### src/hdl/rcru_defines.svh
// Purpose: Constants of the reset-cause update block.
// Assumes: Eight-bit cause register 0, two-bit cause register 1.
// Notes:   Field positions for every reset source; status and cause load values for power-on and brown-out only.
`ifndef RCRU_DEFINES_SVH
`define RCRU_DEFINES_SVH
`define RCRU_PC_RESET      15'h0000
`define RCRU_PC_VECTOR     15'h0004
`define RCRU_ST_POR        5'h18
`define RCRU_C0_POR        8'h3c
`define RCRU_C0_BOR_SET    8'h3c
`define RCRU_C0_BOR_MASK   8'h02
`define RCRU_C0_IMPL       8'hff
`define RCRU_C1_IMPL       2'h2
`define RCRU_C1_POR        2'h2
`define RCRU_ST_TO         4
`define RCRU_ST_PD         3
`define RCRU_C0_STKOVF     7
`define RCRU_C0_STKUNF     6
`define RCRU_C0_WIN        5
`define RCRU_C0_WDT        4
`define RCRU_C0_PIN        3
`define RCRU_C0_INSTR      2
`define RCRU_C0_BORF       1
`define RCRU_C0_PORF       0
`define RCRU_C1_MEMORY_VIOLATION_FLAG       1
`define RCRU_STACK_DEPTH   16
`endif

### src/hdl/rcru_pkg.sv
// Purpose: Types of the reset-cause update block.
// Assumes: Nothing beyond the constants header.
// Notes:   Event codes are one-hot free; priority is resolved in the arbiter.
package rcru_pkg;
  typedef enum logic [3:0] {
    RCRU_EV_NONE   = 4'h0,
    RCRU_EV_POR    = 4'h1,
    RCRU_EV_BOR    = 4'h2,
    RCRU_EV_PIN    = 4'h3,
    RCRU_EV_PINSLP = 4'h4,
    RCRU_EV_WDT    = 4'h5,
    RCRU_EV_WIN    = 4'h6,
    RCRU_EV_WDTWK  = 4'h7,
    RCRU_EV_INTWK  = 4'h8,
    RCRU_EV_INSTR  = 4'h9,
    RCRU_EV_OVF    = 4'ha,
    RCRU_EV_UNF    = 4'hb,
    RCRU_EV_MEMORY_VIOLATION_FLAG   = 4'hc
  } rcru_event_t;
  typedef enum logic [1:0] {
    RCRU_S_IDLE  = 2'b00,
    RCRU_S_STEP  = 2'b01,
    RCRU_S_PUSH  = 2'b11
  } rcru_state_t;
endpackage : rcru_pkg

### src/hdl/rcru_src_if.sv
`timescale 1ns/1ps
// Purpose: Carries the chosen reset event from arbiter to core.
// Assumes: Single clock domain.
// Notes:   Valid is a one-cycle pulse.
interface rcru_src_if;
  import rcru_pkg::*;
  logic        valid;
  rcru_event_t ev;
  modport src (output valid, output ev);
  modport dst (input valid, input ev);
endinterface : rcru_src_if

### src/hdl/rcru_arbiter.sv
`timescale 1ns/1ps
// Purpose: Picks one reset event from the simultaneous source pulses.
// Assumes: Source pulses are synchronous, one cycle long.
// Notes:   Power-on beats brown-out beats all others.
module rcru_arbiter
  import rcru_pkg::*;
(
  input  wire logic           clk_sys,
  input  wire logic           rst_n,
  input  wire logic           ce,
  input  wire logic [11:0]    req,
  rcru_src_if.src             out
);
  typedef struct packed {
    logic        valid;
    rcru_event_t ev;
  } rcru_arb_st_t;
  rcru_arb_st_t s_q;
  rcru_arb_st_t s_d;
  always_comb
  begin
    s_d       = '0;
    s_d.ev    = RCRU_EV_NONE;
    // Lowest request index has the highest priority.
    for (int i = 11; i >= 0; i--)
    begin
      if (req[i])
      begin
        s_d.valid = 1'b1;
        // Request 0 is brown-out, the second event code after none.
        s_d.ev    = rcru_event_t'(4'(i + 2));
      end
    end
  end
  always_ff @(posedge clk_sys or negedge rst_n)
  begin
    if (!rst_n)
      s_q <= '0;
    else if (ce)
      s_q <= s_d;
  end
  assign out.valid = s_q.valid;
  assign out.ev    = s_q.ev;
endmodule : rcru_arbiter

### src/hdl/rcru_stack_mon.sv
`timescale 1ns/1ps
`include "rcru_defines.svh"
// Purpose: Tracks stack depth and flags overflow and underflow.
// Assumes: Push and pop are one-cycle pulses, never together.
// Notes:   Depth returns to empty on any restart.
module rcru_stack_mon
  import rcru_pkg::*;
#(
  parameter int DEPTH = `RCRU_STACK_DEPTH
)
(
  input  wire logic clk_sys,
  input  wire logic rst_n,
  input  wire logic ce,
  input  wire logic clear,
  input  wire logic push,
  input  wire logic pop,
  output logic      ovf,
  output logic      unf
);
  typedef struct packed {
    logic [4:0] lvl;
  } rcru_stk_st_t;
  rcru_stk_st_t s_q;
  rcru_stk_st_t s_d;
  // The five-bit level counter serves at most sixteen entries.
  if (DEPTH < 1 || DEPTH > 16)
  begin : g_bad_depth
    $error("rcru_stack_mon: DEPTH out of range");
  end
  always_comb
  begin
    s_d = s_q;
    ovf = 1'b0;
    unf = 1'b0;
    if (clear)
      s_d.lvl = '0;
    else if (push)
    begin
      if (s_q.lvl == 5'(DEPTH))
        ovf = 1'b1;
      else
        s_d.lvl = s_q.lvl + 5'h01;
    end
    else if (pop)
    begin
      if (s_q.lvl == 5'h00)
        unf = 1'b1;
      else
        s_d.lvl = s_q.lvl - 5'h01;
    end
  end
  always_ff @(posedge clk_sys or negedge rst_n)
  begin
    if (!rst_n)
      s_q <= '0;
    else if (ce)
      s_q <= s_d;
  end
endmodule : rcru_stack_mon

### src/hdl/rcru_top.sv
`timescale 1ns/1ps
`include "rcru_defines.svh"
// Purpose: Updates PC, status bits and reset-cause registers per source.
// Assumes: All source pulses are one cycle, synchronous to clk_sys.
// Notes:   Power-on is the asynchronous reset itself.
module rcru_top
  import rcru_pkg::*;
(
  input  wire logic        clk_sys,
  input  wire logic        resetn,
  input  wire logic        ce,
  input  wire logic        bor_event,
  input  wire logic        external_reset_pin_event,
  input  wire logic        sleeping,
  input  wire logic        wdt_timeout,
  input  wire logic        wdt_window_violation,
  input  wire logic        interrupt_wake,
  input  wire logic        global_interrupt_enable,
  input  wire logic        reset_instruction,
  input  wire logic        stack_error_reset_enable,
  input  wire logic        stack_push,
  input  wire logic        stack_pop,
  input  wire logic        memory_violation_event,
  input  wire logic [14:0] pc_current,
  output logic [14:0]      pc_load_value,
  output logic             pc_load,
  output logic             ret_push,
  output logic [14:0]      ret_addr,
  output logic [4:0]       status_bits,
  output logic [7:0]       reset_cause_register_0,
  output logic [1:0]       reset_cause_register_1,
  output logic             core_reset
);
  typedef struct packed {
    rcru_state_t st;
    logic [14:0] pc;
    logic        ld;
    logic        push;
    logic [14:0] ret;
    logic [4:0]  stat;
    logic [7:0]  c0;
    logic [1:0]  c1;
    logic        crst;
  } rcru_st_t;

  rcru_st_t    s_q;
  rcru_st_t    s_d;
  logic [1:0]  rsync_q;
  logic        rst_n;
  logic        ovf;
  logic        unf;
  logic [11:0] req;
  rcru_src_if  ev_if ();

  // Reset asserts at once and releases through two flops.
  always_ff @(posedge clk_sys or negedge resetn)
  begin
    if (!resetn)
      rsync_q <= 2'b00;
    else
      rsync_q <= {rsync_q[0], 1'b1};
  end
  assign rst_n = rsync_q[1];

  rcru_stack_mon #(.DEPTH(`RCRU_STACK_DEPTH)) u_stk (
    .clk_sys (clk_sys),
    .rst_n   (rst_n),
    .ce      (ce),
    .clear   (s_q.crst),
    .push    (stack_push),
    .pop     (stack_pop),
    .ovf     (ovf),
    .unf     (unf)
  );

  // Stack errors reset only while the enable is set.
  always_comb
  begin
    req     = '0;
    req[0]  = bor_event;
    req[1]  = external_reset_pin_event & ~sleeping;
    req[2]  = external_reset_pin_event & sleeping;
    req[3]  = wdt_timeout & ~sleeping;
    req[4]  = wdt_window_violation;
    req[5]  = wdt_timeout & sleeping;
    req[6]  = interrupt_wake & sleeping;
    req[7]  = reset_instruction;
    req[8]  = ovf & stack_error_reset_enable;
    req[9]  = unf & stack_error_reset_enable;
    req[10] = memory_violation_event;
  end

  rcru_arbiter u_arb (
    .clk_sys (clk_sys),
    .rst_n   (rst_n),
    .ce      (ce),
    .req     (req),
    .out     (ev_if)
  );

  always_comb
  begin
    s_d      = s_q;
    s_d.ld   = 1'b0;
    s_d.push = 1'b0;
    s_d.crst = 1'b0;
    case (s_q.st)
      RCRU_S_IDLE:
      begin
        if (ev_if.valid)
        begin
          s_d.ld   = 1'b1;
          s_d.pc   = `RCRU_PC_RESET;
          s_d.crst = 1'b1;
          case (ev_if.ev)
            RCRU_EV_BOR:
            begin
              s_d.stat = `RCRU_ST_POR;
              s_d.c0   = `RCRU_C0_BOR_SET |
                         (s_q.c0 & `RCRU_C0_BOR_MASK);
            end
            RCRU_EV_PIN:
              s_d.c0[`RCRU_C0_PIN] = 1'b0;
            RCRU_EV_PINSLP:
            begin
              s_d.stat[`RCRU_ST_TO] = 1'b1;
              s_d.stat[`RCRU_ST_PD] = 1'b0;
              s_d.c0[`RCRU_C0_PIN]  = 1'b0;
            end
            RCRU_EV_WDT:
            begin
              s_d.stat[`RCRU_ST_TO] = 1'b0;
              s_d.c0[`RCRU_C0_WDT]  = 1'b0;
            end
            RCRU_EV_WIN:
              s_d.c0[`RCRU_C0_WIN] = 1'b0;
            RCRU_EV_WDTWK:
            begin
              s_d.crst              = 1'b0;
              s_d.pc                = pc_current + 15'h0001;
              s_d.stat[`RCRU_ST_TO] = 1'b0;
              s_d.stat[`RCRU_ST_PD] = 1'b0;
            end
            RCRU_EV_INTWK:
            begin
              s_d.crst              = 1'b0;
              s_d.pc                = pc_current + 15'h0001;
              s_d.stat[`RCRU_ST_TO] = 1'b1;
              s_d.stat[`RCRU_ST_PD] = 1'b0;
              if (global_interrupt_enable)
              begin
                s_d.ret = pc_current + 15'h0002;
                s_d.st  = RCRU_S_STEP;
              end
            end
            RCRU_EV_INSTR:
              s_d.c0[`RCRU_C0_INSTR] = 1'b0;
            RCRU_EV_OVF:
              s_d.c0[`RCRU_C0_STKOVF] = 1'b1;
            RCRU_EV_UNF:
              s_d.c0[`RCRU_C0_STKUNF] = 1'b1;
            RCRU_EV_MEMORY_VIOLATION_FLAG:
              s_d.c1[`RCRU_C1_MEMORY_VIOLATION_FLAG] = 1'b0;
            default:
              s_d.ld = 1'b0;
          endcase
        end
      end
      // One cycle for the instruction at PC + 1 to run.
      RCRU_S_STEP:
        s_d.st = RCRU_S_PUSH;
      RCRU_S_PUSH:
      begin
        s_d.push = 1'b1;
        s_d.ld   = 1'b1;
        s_d.pc   = `RCRU_PC_VECTOR;
        s_d.st   = RCRU_S_IDLE;
      end
      default:
        s_d.st = RCRU_S_IDLE;
    endcase
    s_d.c0 = s_d.c0 & `RCRU_C0_IMPL;
    s_d.c1 = s_d.c1 & `RCRU_C1_IMPL;
  end

  // Power-on values; bit 0 of cause0 is defined here as zero.
  always_ff @(posedge clk_sys or negedge rst_n)
  begin
    if (!rst_n)
    begin
      s_q      <= '0;
      s_q.st   <= RCRU_S_IDLE;
      s_q.pc   <= `RCRU_PC_RESET;
      s_q.stat <= `RCRU_ST_POR;
      s_q.c0   <= `RCRU_C0_POR;
      s_q.c1   <= `RCRU_C1_POR;
      s_q.crst <= 1'b1;
    end
    else if (ce)
      s_q <= s_d;
  end

  assign pc_load_value          = s_q.pc;
  assign pc_load                = s_q.ld;
  assign ret_push               = s_q.push;
  assign ret_addr               = s_q.ret;
  assign status_bits            = s_q.stat;
  assign reset_cause_register_0 = s_q.c0;
  assign reset_cause_register_1 = s_q.c1;
  assign core_reset             = s_q.crst;
endmodule : rcru_top

### config.mk
export PLATFORM = sky130hd
export DESIGN_NAME = rcru_top
export DESIGN_NICKNAME = d
export VERILOG_FILES = /design/src/hdl/rcru_pkg.sv /design/src/hdl/rcru_src_if.sv /design/src/hdl/rcru_arbiter.sv /design/src/hdl/rcru_stack_mon.sv /design/src/hdl/rcru_top.sv
export VERILOG_INCLUDE_DIRS = /design/src /design/src/hdl
export SDC_FILE = /design/constraint.sdc
export NUM_CORES = 1
export LEC_CHECK = 0
export BUFFER_PORTS_ARGS = -buffer_cell sky130_fd_sc_hd__buf_2
export CORE_UTILIZATION = 49
export DETAILED_ROUTE_END_ITERATION = 6
export MAX_ROUTING_LAYER = met4
export PLACE_DENSITY = 0.77
export REMOVE_ABC_BUFFERS = 1
export SETUP_SLACK_MARGIN = 0.02
export SLEW_MARGIN = 20
export SYNTH_ARGS = -nofsm -noshare
export SYNTH_HDL_FRONTEND = slang
export SYNTH_SLANG_ARGS = --single-unit
### constraint.sdc
create_clock -name clk_sys -period 1.7 [get_ports clk_sys]
set_input_delay 0.255 -clock clk_sys [delete_from_list [all_inputs] [get_ports clk_sys]]
set_output_delay 0.255 -clock clk_sys [all_outputs]
set_load 0.005 [all_outputs]
==> impl_metrics.py, run 1 <==
metrics = {
    "min_path": {
        "hp-class": "register to async pin",
    },
    "clocking": {
        "worstSkewPairLatency_ns": 0.31,
        "clock_path_buffers": 2,
        "h-tree-depth": 2,
        "cts_num_sinks": 56,
        "root_buffer": "clkbuf_8",
        "path_clk_slew_ns": 0.09,
        "cts_tree": "yes",
        "cts-buffers-inserted": 5,
    },
    "run_status": {
        "violations": "setup timing",
        "status": "finished with violations",
    },
    "placed_design": {
        "gp_congestion": 0.866,
        "post-dp-hpwl_mm": 5.29,
        "numPortBuffers": 71,
        "place_ws_ns": -0.0797,
    },
    "worst_setup_path": {
        "crit_path_end_kind": "register",
        "r2r-start": "u_stk.s_q[2]$_DFFE_PN0P_",
        "reg2reg_depth": 5,
        "critical_path_class": "register to register",
        "start_kind": "register",
        "r2r_slack_ns": -0.11,
        "crit_required_ns": 1.90,
        "critPathMaxFanout": 3,
        "r2r-end": "u_stk.s_q[2]$_DFFE_PN0P_",
        "critPathLaunch": "u_stk.s_q[2]$_DFFE_PN0P_",
        "worstSetupEndpoint": "u_stk.s_q[2]$_DFFE_PN0P_",
        "cp_data_arrival_time_ns": 2.01,
    },
    "sta": {
        "fmaxAchievable_ghz": 0.552,
        "finalCriticalPeriod_ns": 1.81,
        "rsz0062_at_grt": "yes",
        "finalWorstSetupSlack_ns": -0.112,
        "drv_slew": 0,
        "holdWs_ns": 0.100,
        "finalCritPeriodShare_pct": 107,
        "setup_violations": 5,
        "hold_viol": 0,
        "skew_ns": 0.00966,
    },
    "route": {
        "firstDrtPassIters": 6,
        "drcViolationCount": 0,
        "drt-total-wl_mm": 7.16,
        "avgViaCountPerCell": 5.38,
        "dr_total_vias": 2728,
        "wl_per_cell_um": 14.1,
        "drt_iter0_drc": 144,
        "antenna_left": 0,
    },
    "synth": {
        "synth_seq_cells": 56,
        "ys_warn_count": 0,
        "synth_edf_count": 0,
        "synth_top_flop_cell": "dfrtp_1",
        "async_flop_share_pct": 100,
        "syn_inst": 374,
        "avgSynthCellArea_sq_um": 8.96,
        "synth.distinct_cells": 50,
        "ys_seq_area_share_pct": 42.1,
        "syn-cell-area_sq_um": 3350,
    },
    "grt": {
        "grt_pass1_wl_mm": 12.0,
        "gr-total-overflow": 0,
        "grt_max_degree": 36,
        "grt_usage_pct": 21.7,
        "antenna_found_initial": 0,
        "grt_pass1_vias": 2635,
    },
    "die": {
        "die_height_um": 84.7,
        "rows": 29,
        "ioPinCount": 78,
        "core_area_sq_um": 6460,
        "start_util_pct": 51.9,
        "die_width_um": 84.7,
        "dieArea_sq_um": 7170,
    },
    "finish": {
        "nFillCells": 575,
        "nets": 468,
        "antennaDiodeCount": 0,
        "drive_gt1_share_pct": 33.5,
        "synthToLayoutAreaGrowth_pct": 17.6,
    },
    "pwr": {
        "peakVddDrop_v": 0.000559,
        "p_leak_nw": 1.86,
        "p_per_area_nw_per_um2": 1110,
    },
    "flow_run": {
        "max-cap-violations": 0,
    },
}
==> registers in the layout, indices dropped and copies added, names as in the netlist <==
name,count
core_reset,1
pc_load,1
pc_load_value,15
reset_cause_register_0,6
reset_cause_register_1,1
ret_addr,15
ret_push,1
rsync_q,2
s_q,2
status_bits,2
u_arb.out.ev,4
u_arb.out.valid,1
u_stk.s_q,5
==> Yosys cell counts (8+ instances only) <==
| cell type | number | area, sq um |
|---|---|---|
| dfstp_2 | 8 | 210 |
| buf_4 | 45 | 338 |
| o21ai_1 | 24 | 120 |
| nor3_1 | 8 | 40.0 |
| ha_1 | 8 | 100 |
| a21oi_1 | 16 | 80.1 |
| nor2_1 | 23 | 86.3 |
| dfrtp_1 | 48 | 1200 |
| o21ai_0 | 16 | 80.1 |
| clkbuf_1 | 9 | 33.8 |
| xnor2_1 | 16 | 140 |
| nand3_1 | 14 | 70.1 |
| xor2_1 | 12 | 105 |
| nand2_1 | 50 | 188 |
| inv_1 | 13 | 48.8 |
==> layout make-up <==
cell class                      instances  area (sq um)  area share (%)
Clock buffer                            6          82.6            2.10
Inverter                               14          52.6            1.33
Multi-Input combinational cell        250          1610            40.8
Timing Repair Buffer                  102           649            16.5
Tap cell                               77          96.3            2.45
Clock inverter                          2          38.8           0.985
Sequential cell                        56          1410            35.9
==> report_power, final <==
part	leakage, nW	internal [mW]	switching, mW
Combinational	1.08	0.836	0.838
Sequential	0.722	1.59	0.160
Clock	0.0614	0.483	0.449
Total	1.86	2.91	1.45
==> metal layers <==
| metal | vias up | GRT usage (%) | wire, um |
|---|---|---|---|
| met2 | 77 | 35.9 | 3610 |
| met3 | 11 | 4.33 | 339 |
| met4 | 0 | 7.40 | 124 |
| met5 | - | - | 0 |
| li1 | 1326 | - | - |
| met1 | 1314 | 26.5 | 3080 |
==> what timing repair did <==
item	CTS	global route
setup buffers	4	1
pin swaps	2	2
hold buffers	1	0
cloned	0	1
gates resized for setup	6	14
endpoints found under the hold margin	2	0
endpoints found under the setup margin	8	20
==> worst min-delay path by stage <==
stage                          endpoint  slack [ns]
6_report       u_stk.s_q[1]$_DFFE_PN0P_        0.10
3_5_place_dp       rsync_q[0]$_DFF_PN0_        0.04
2_1_floorplan      rsync_q[0]$_DFF_PN0_       -0.04
3_3_place_gp       rsync_q[0]$_DFF_PN0_        0.04
5_1_grt        u_stk.s_q[1]$_DFFE_PN0P_        0.11
4_1_cts        u_stk.s_q[1]$_DFFE_PN0P_        0.11
==> cells by family (layout without fill, tap and decap cells) <==
kind of cell | count (synthesis) | count (layout) | share of synthesized area [%]
and+or+nand+nor | 119 | 119 | 16.7
xor gates and xnor gates | 28 | 28 | 7.32
AOI/OAI and AO/OA | 79 | 79 | 13.8
DFF | 56 | 56 | 42.1
buffers and inverters | 73 | 124 | 13.4
muxes | 8 | 8 | 2.88
adders and majority gates | 9 | 9 | 3.59
other | 2 | 7 | 0.224
==> stage by stage <==
stage                     power (mW)  utilization, %  TNS (ns)  cell area [sq um]  instances
after CTS                       4.27            59.4    -0.164               3830        505
after floorplan                 2.61               -     -4.64               2970        320
after global placement          3.13            56.4   -0.0658               3640        492
after detailed placement        3.21            56.4    -0.257               3640        492
final                           4.35            61.0    -0.418               3940        507
after global routing            4.64            61.0    -0.703               3940        507
==> critical path, stage by stage (launching register included) <==
cell and delay, ns:
dfrtp_1 0.40, or4_4 0.58, a21oi_4 0.15, nor2_2 0.07, o21a_4 0.22, mux2_4 0.29
==> placed cells by master (no fill, tap or decap), types with 2 or more instances in the layout <==
cell	Yosys	layout
dfstp_2	8	8
nor2_1	23	20
a31oi_1	5	5
buf_4	45	25
inv_1	13	13
nor2b_1	2	2
buf_2	4	71
nand2_1	50	50
nand3_1	14	14
conb_1	2	7
o21ai_1	24	25
and3_1	2	2
dfrtp_1	48	47
mux2_2	5	5
o21ai_0	16	15
clkbuf_8	0	6
mux2_4	2	2
a21o_1	2	2
a21oi_4	0	2
xnor2_1	16	15
o22ai_1	5	4
nand4_1	5	5
xor2_1	12	12
a21oi_1	16	14
buf_12	0	3
nor3_1	8	7
ha_1	8	7
nand2b_1	4	3
or3_1	2	2
nor2_2	0	2
Note: power is estimated with default switching activity, not from simulation.
==> run 2: changes to the inputs <==
--- a/config.mk
+++ b/config.mk
@@ -7,10 +7,10 @@
 export NUM_CORES = 1
 export LEC_CHECK = 0
 export BUFFER_PORTS_ARGS = -buffer_cell sky130_fd_sc_hd__buf_2
-export CORE_UTILIZATION = 49
+export CORE_UTILIZATION = 54
 export DETAILED_ROUTE_END_ITERATION = 6
 export MAX_ROUTING_LAYER = met4
-export PLACE_DENSITY = 0.77
+export PLACE_DENSITY = 0.8
 export REMOVE_ABC_BUFFERS = 1
 export SETUP_SLACK_MARGIN = 0.02
 export SLEW_MARGIN = 20
==> constraint.sdc (replaced) <==
create_clock -name clk_sys -period 1.8 [get_ports clk_sys]
set_input_delay 0.27 -clock clk_sys [delete_from_list [all_inputs] [get_ports clk_sys]]
set_output_delay 0.27 -clock clk_sys [all_outputs]
set_load 0.005 [all_outputs]
==> impl_metrics.py, run 2 (synthesis results as in run 1) <==
metrics = {
    "clocking": {
        "worstSkewPairLatency_ns": 0.31,
        "clock_path_buffers": 2,
        "root_buffer": "clkbuf_8",
        "h-tree-depth": 2,
        "cts_tree": "yes",
        "cts_num_sinks": 56,
        "cts-buffers-inserted": 5,
        "path_clk_slew_ns": 0.08,
    },
    "worst_setup_path": {
        "crit_required_ns": 1.99,
        "reg2reg_depth": 5,
        "cp_data_arrival_time_ns": 1.99,
        "start_kind": "register",
        "critical_path_class": "register to register",
        "critPathMaxFanout": 4,
        "r2r_slack_ns": -0.005,
        "crit_path_end_kind": "register",
    },
    "sta": {
        "finalCritPeriodShare_pct": 100,
        "skew_ns": 0.0113,
        "worstMarginPinSlew_ns": 0.566,
        "hold_viol": 0,
        "rsz0062_at_grt": "yes",
        "fmaxAchievable_ghz": 0.554,
        "relSlewSlack_pct": 62.3,
        "drv_slew": 0,
        "finalWorstSetupSlack_ns": -0.00454,
        "fin_tns_setup_ns": -0.00454,
        "holdWs_ns": 0.223,
        "setup_violations": 1,
        "finalCriticalPeriod_ns": 1.80,
    },
    "route": {
        "avgViaCountPerCell": 5.34,
        "firstDrtPassIters": 4,
        "drt-total-wl_mm": 6.71,
        "drcViolationCount": 0,
        "antenna_left": 0,
        "drt_iter0_drc": 141,
        "wl_per_cell_um": 13.6,
        "dr_total_vias": 2636,
    },
    "die": {
        "start_util_pct": 56.2,
        "ioPinCount": 78,
        "die_width_um": 80.8,
        "dieArea_sq_um": 6520,
        "core_area_sq_um": 5960,
        "die_height_um": 80.8,
        "rows": 28,
    },
    "placed_design": {
        "place_ws_ns": 0.0206,
        "numPortBuffers": 71,
        "gp_congestion": 0.838,
        "post-dp-hpwl_mm": 5.08,
    },
    "finish": {
        "final_common_cell": "buf_2",
        "nFillCells": 543,
        "synthToLayoutAreaGrowth_pct": 10.8,
        "antennaDiodeCount": 0,
        "post-route-util_pct": 62.3,
        "final_cell_mix": "71 x buf_2, 50 x nand2_1, 47 x dfrtp_1",
        "nets": 457,
        "drive_gt1_share_pct": 29.8,
    },
    "min_path": {
        "hp-class": "input pin to register",
        "hold_depth": 2,
    },
    "run_status": {
        "status": "finished with violations",
        "violations": "setup timing",
    },
    "grt": {
        "gr-total-overflow": 0,
        "antenna_found_initial": 0,
        "grt_pass1_vias": 2394,
        "grt_pass1_wl_mm": 10.9,
        "grt_max_degree": 29,
        "grt_usage_pct": 22.2,
    },
    "flow_run": {
        "max-cap-violations": 0,
    },
    "pwr": {
        "peakVddDrop_v": 0.000633,
        "p_per_area_nw_per_um2": 1010,
        "p_leak_nw": 1.76,
        "total_power_mw": 3.73,
    },
}
-- run 2: final cells by class --
class	instances	area, sq um	share of cell area (%)
Inverter	14	52.6	1.42
Clock inverter	2	10.0	0.270
Clock buffer	6	82.6	2.23
Multi-Input combinational cell	250	1540	41.5
Timing Repair Buffer	91	520	14.0
Tap cell	75	93.8	2.53
Sequential cell	56	1410	38.1
-- run 2: routing by layer --
| metal | GRT usage, % | vias up | share of wire [%] |
|---|---|---|---|
| met1 | 28.5 | 1261 | 45 |
| li1 | - | 1301 | - |
| met2 | 35.8 | 61 | 50 |
| met3 | 4.04 | 13 | 3.9 |
| met4 | 6.61 | 0 | 1.7 |
| met5 | - | - | 0 |
-- run 2: repair_timing --
item / 4_1_cts / 5_1_grt
setup endpoints to repair: 2 / 8
endpoints found under the hold margin: 2 / 0
pin swaps: 1 / 1
hold buffers: 1 / 0
setup buffers: 2 / 0
gates resized for setup: 2 / 4
-- run 2: worst paths after layout --
check | from | end
setup / recovery | u_stk.s_q[3]$_DFFE_PN0P_ | u_stk.s_q[2]$_DFFE_PN0P_
hold / removal | pc_current[1] | ret_addr[1]$_DFFE_PN0P_
setup reg to reg | u_stk.s_q[3]$_DFFE_PN0P_ | u_stk.s_q[2]$_DFFE_PN0P_
hold reg to reg | rsync_q[1]$_DFF_PN0_ | u_arb.out.ev[0]$_DFFE_PN0P_
max in group asynchronous | rsync_q[1]$_DFF_PN0_ | ret_addr[1]$_DFFE_PN0P_
min in group asynchronous | rsync_q[1]$_DFF_PN0_ | u_arb.out.ev[0]$_DFFE_PN0P_
-- run 2: per-stage QoR --
step,area [sq um],std cells
floorplan,2970,320
global placement,3560,483
detailed placement,3560,483
CTS,3690,494
global route,3710,494
finish,3710,494
-- run 2: where the power goes --
group          switching [mW]  internal, mW  total, mW
Clock                   0.393         0.308      0.701
Combinational           0.716         0.648       1.36
Sequential              0.164          1.50       1.66
Total                    1.27          2.46       3.73
-- run 2: worst max-delay path: stages (launching register included) --
cell and delay [ns]:
dfrtp_1 0.39, or4_4 0.58, a21oi_4 0.15, nor2_2 0.07, o21a_4 0.22, mux2_4 0.30
==> run 3: changes to the inputs <==
--- a/config.mk
+++ b/config.mk
@@ -6,14 +6,15 @@
 export SDC_FILE = /design/constraint.sdc
 export NUM_CORES = 1
 export LEC_CHECK = 0
-export BUFFER_PORTS_ARGS = -buffer_cell sky130_fd_sc_hd__buf_2
-export CORE_UTILIZATION = 54
+export CORE_UTILIZATION = 64
 export DETAILED_ROUTE_END_ITERATION = 6
+export DONT_BUFFER_PORTS = 1
 export MAX_ROUTING_LAYER = met4
 export PLACE_DENSITY = 0.8
 export REMOVE_ABC_BUFFERS = 1
 export SETUP_SLACK_MARGIN = 0.02
-export SLEW_MARGIN = 20
+export SLEW_MARGIN = 5
 export SYNTH_ARGS = -nofsm -noshare
 export SYNTH_HDL_FRONTEND = slang
+export SYNTH_HIERARCHICAL = 1
 export SYNTH_SLANG_ARGS = --single-unit
==> impl_metrics.py, run 3 <==
metrics = {
    "placed_design": {
        "numPortBuffers": 0,
        "place_ws_ns": -0.0803,
        "gp_congestion": 0.940,
        "post-dp-hpwl_mm": 4.88,
        "placed_cell_area_sq_um": 3330,
    },
    "clocking": {
        "path_clk_slew_ns": 0.10,
        "clock_path_buffers": 2,
        "worstSkewPairLatency_ns": 0.32,
        "cts_tree": "yes",
        "cts_num_sinks": 56,
        "h-tree-depth": 2,
        "cts-buffers-inserted": 5,
        "root_buffer": "clkbuf_8",
    },
    "synth": {
        "synth_seq_cells": 56,
        "synth.distinct_cells": 60,
        "async_flop_share_pct": 100,
        "synthMostInstantiatedCell": "dfrtp_1",
        "synthTopCellsByArea": "dfrtp_1 34%, buf_4 9.9%, dfstp_2 6.0%",
        "synth_edf_count": 0,
        "ys_seq_area_share_pct": 40.4,
        "avgSynthCellArea_sq_um": 9.24,
        "synth_top_flop_cell": "dfrtp_1",
        "yosysTopAreaCellShare_pct": 34.4,
        "syn-cell-area_sq_um": 3490,
        "synth_common_cells": "48 x dfrtp_1, 46 x buf_4, 42 x nand2_1, 23 x o21ai_0, 22 x nor2_1",
        "ys_warn_count": 6,
        "synth_area_leader_cell": "dfrtp_1",
        "syn_inst": 378,
    },
    "run_status": {
        "status": "completed",
    },
    "worst_setup_path": {
        "crit_required_ns": 2.04,
        "crit_path_end_kind": "register",
        "cpPeakStageDelay_ns": 0.48,
        "cp_data_arrival_time_ns": 1.98,
        "critPathMaxFanout": 5,
        "reg2reg_depth": 6,
        "critical_path_class": "register to register",
        "critPathLaunch": "u_stk/s_q[1]$_DFFE_PN0P_",
        "r2r-end": "u_arb/out.ev[0]$_DFFE_PN0P_",
        "crit_family": "simple AND/OR/NAND/NOR gates",
        "r2r-start": "u_stk/s_q[1]$_DFFE_PN0P_",
        "r2r_slack_ns": 0.06,
        "cp_num_buf_inv": 0,
        "path_depth": 6,
        "crit_slowest_cell": "dfrtp_2",
        "path_cells": "nor4_4, and4_1, and2_4, nor2_2, a221o_1, a211oi_2",
        "worstSetupEndpoint": "u_arb/out.ev[0]$_DFFE_PN0P_",
        "start_kind": "register",
    },
    "route": {
        "drt_iter0_drc": 173,
        "drt-total-wl_mm": 6.61,
        "wl_per_cell_um": 15.8,
        "firstDrtPassIters": 4,
        "dr_total_vias": 2462,
        "drcViolationCount": 0,
        "avgViaCountPerCell": 5.88,
        "antenna_left": 0,
    },
    "die": {
        "core_area_sq_um": 5170,
        "die_height_um": 75.9,
        "ioPinCount": 78,
        "dieArea_sq_um": 5760,
        "die_width_um": 75.9,
        "start_util_pct": 67.6,
        "rows": 26,
    },
    "sta": {
        "holdWs_ns": 0.0287,
        "hold_viol": 0,
        "skew_ns": 0.0113,
        "finalCriticalPeriod_ns": 1.74,
        "fmaxAchievable_ghz": 0.574,
        "finalWorstSetupSlack_ns": 0.0563,
        "drv_slew": 0,
        "finalCritPeriodShare_pct": 96.9,
        "setup_violations": 0,
        "rsz0062_at_grt": "yes",
    },
    "flow_run": {
        "max-cap-violations": 0,
    },
    "grt": {
        "grt_pass1_wl_mm": 10.1,
        "grt_max_degree": 36,
        "grt_usage_pct": 24.1,
        "antenna_found_initial": 0,
        "gr-total-overflow": 0,
        "grt_pass1_vias": 2277,
    },
    "finish": {
        "nFillCells": 389,
        "final_common_cell": "dfrtp_1",
        "nets": 387,
        "final_cell_area_sq_um": 3540,
        "post-route-util_pct": 68.4,
        "synthToLayoutAreaGrowth_pct": 1.22,
        "seq_area_sq_um": 1420,
        "multi_input_area_sq_um": 1730,
        "drive_gt1_share_pct": 21.8,
        "final_cell_mix": "44 x dfrtp_1, 42 x nand2_1, 22 x o21ai_0",
        "antennaDiodeCount": 0,
    },
    "pwr": {
        "total_power_mw": 3.86,
        "peakVddDrop_v": 0.000679,
        "p_leak_nw": 1.46,
        "p_per_area_nw_per_um2": 1090,
    },
    "min_path": {
        "hp-class": "input pin to register",
        "hold_start": "pc_current[0]",
    },
}
==> run 3: cell families (layout without fill, tap and decap cells) <==
group,Yosys count,count (layout),synth area share (%)
AO/OA/AOI/OAI,78,78,15.2
XOR/XNOR,27,27,6.77
adder cells (fa/ha/maj),9,9,3.44
buffers and inverters,75,38,13.4
flip-flops,56,56,40.4
multiplexers,7,7,2.36
other,2,10,0.215
AND/OR/NAND/NOR,124,124,18.3
==> run 3: what timing repair did <==
| action | 4_1_cts | 5_1_grt |
|---|---|---|
| hold endpoints to repair | 2 | 0 |
| gates resized for setup | 3 | 17 |
| setup endpoints to repair | 5 | 9 |
| pin swaps | 1 | 6 |
| hold buffers | 1 | 0 |
| buffers inserted | 1 | 1 |
==> run 3: routing by layer <==
metal  vias to the layer above  routed length (um)  GRT usage (%)
li1                       1197                   -              -
met1                      1172                2930           30.5
met2                        84                3110           38.8
met3                         9                 465           5.03
met4                         0                  99           7.82
met5                         -                   0              -
==> run 3: stage by stage <==
stage / instances / setup TNS (ns)
4_1_cts: 418 / 0
5_1_grt: 419 / -0.0731
2_1_floorplan: 323 / -0.569
6_report: 419 / 0
3_5_place_dp: 408 / -0.0803
3_3_place_gp: 408 / -0.00673
==> run 3: area by class of cell <==
cell class | count | area share (%)
Inverter | 12 | 1.27
Sequential cell | 56 | 40.0
Clock buffer | 5 | 1.95
Tap cell | 70 | 2.48
Multi-Input combinational cell | 255 | 48.9
Timing Repair Buffer | 18 | 4.70
Clock inverter | 3 | 0.637
==> run 3: worst min path at each step <==
stage	to	cells past startpoint	slack, ns
floorplan	rsync_q[0]$_DFF_PN0_	0	-0.03
global placement	rsync_q[0]$_DFF_PN0_	0	-0.03
detailed placement	rsync_q[1]$_DFF_PN0_	0	-0.03
CTS	pc_load_value[0]$_DFFE_PN0P_	1	0.03
global route	pc_load_value[0]$_DFFE_PN0P_	1	0.02
finish	pc_load_value[0]$_DFFE_PN0P_	1	0.03
==> run 3: power by group <==
part / leakage, nW / total [mW] / internal, mW / switching, mW
clock: 0.0485 / 0.718 / 0.280 / 0.438
sequential: 0.717 / 1.84 / 1.55 / 0.287
combinational: 0.690 / 1.30 / 0.672 / 0.629
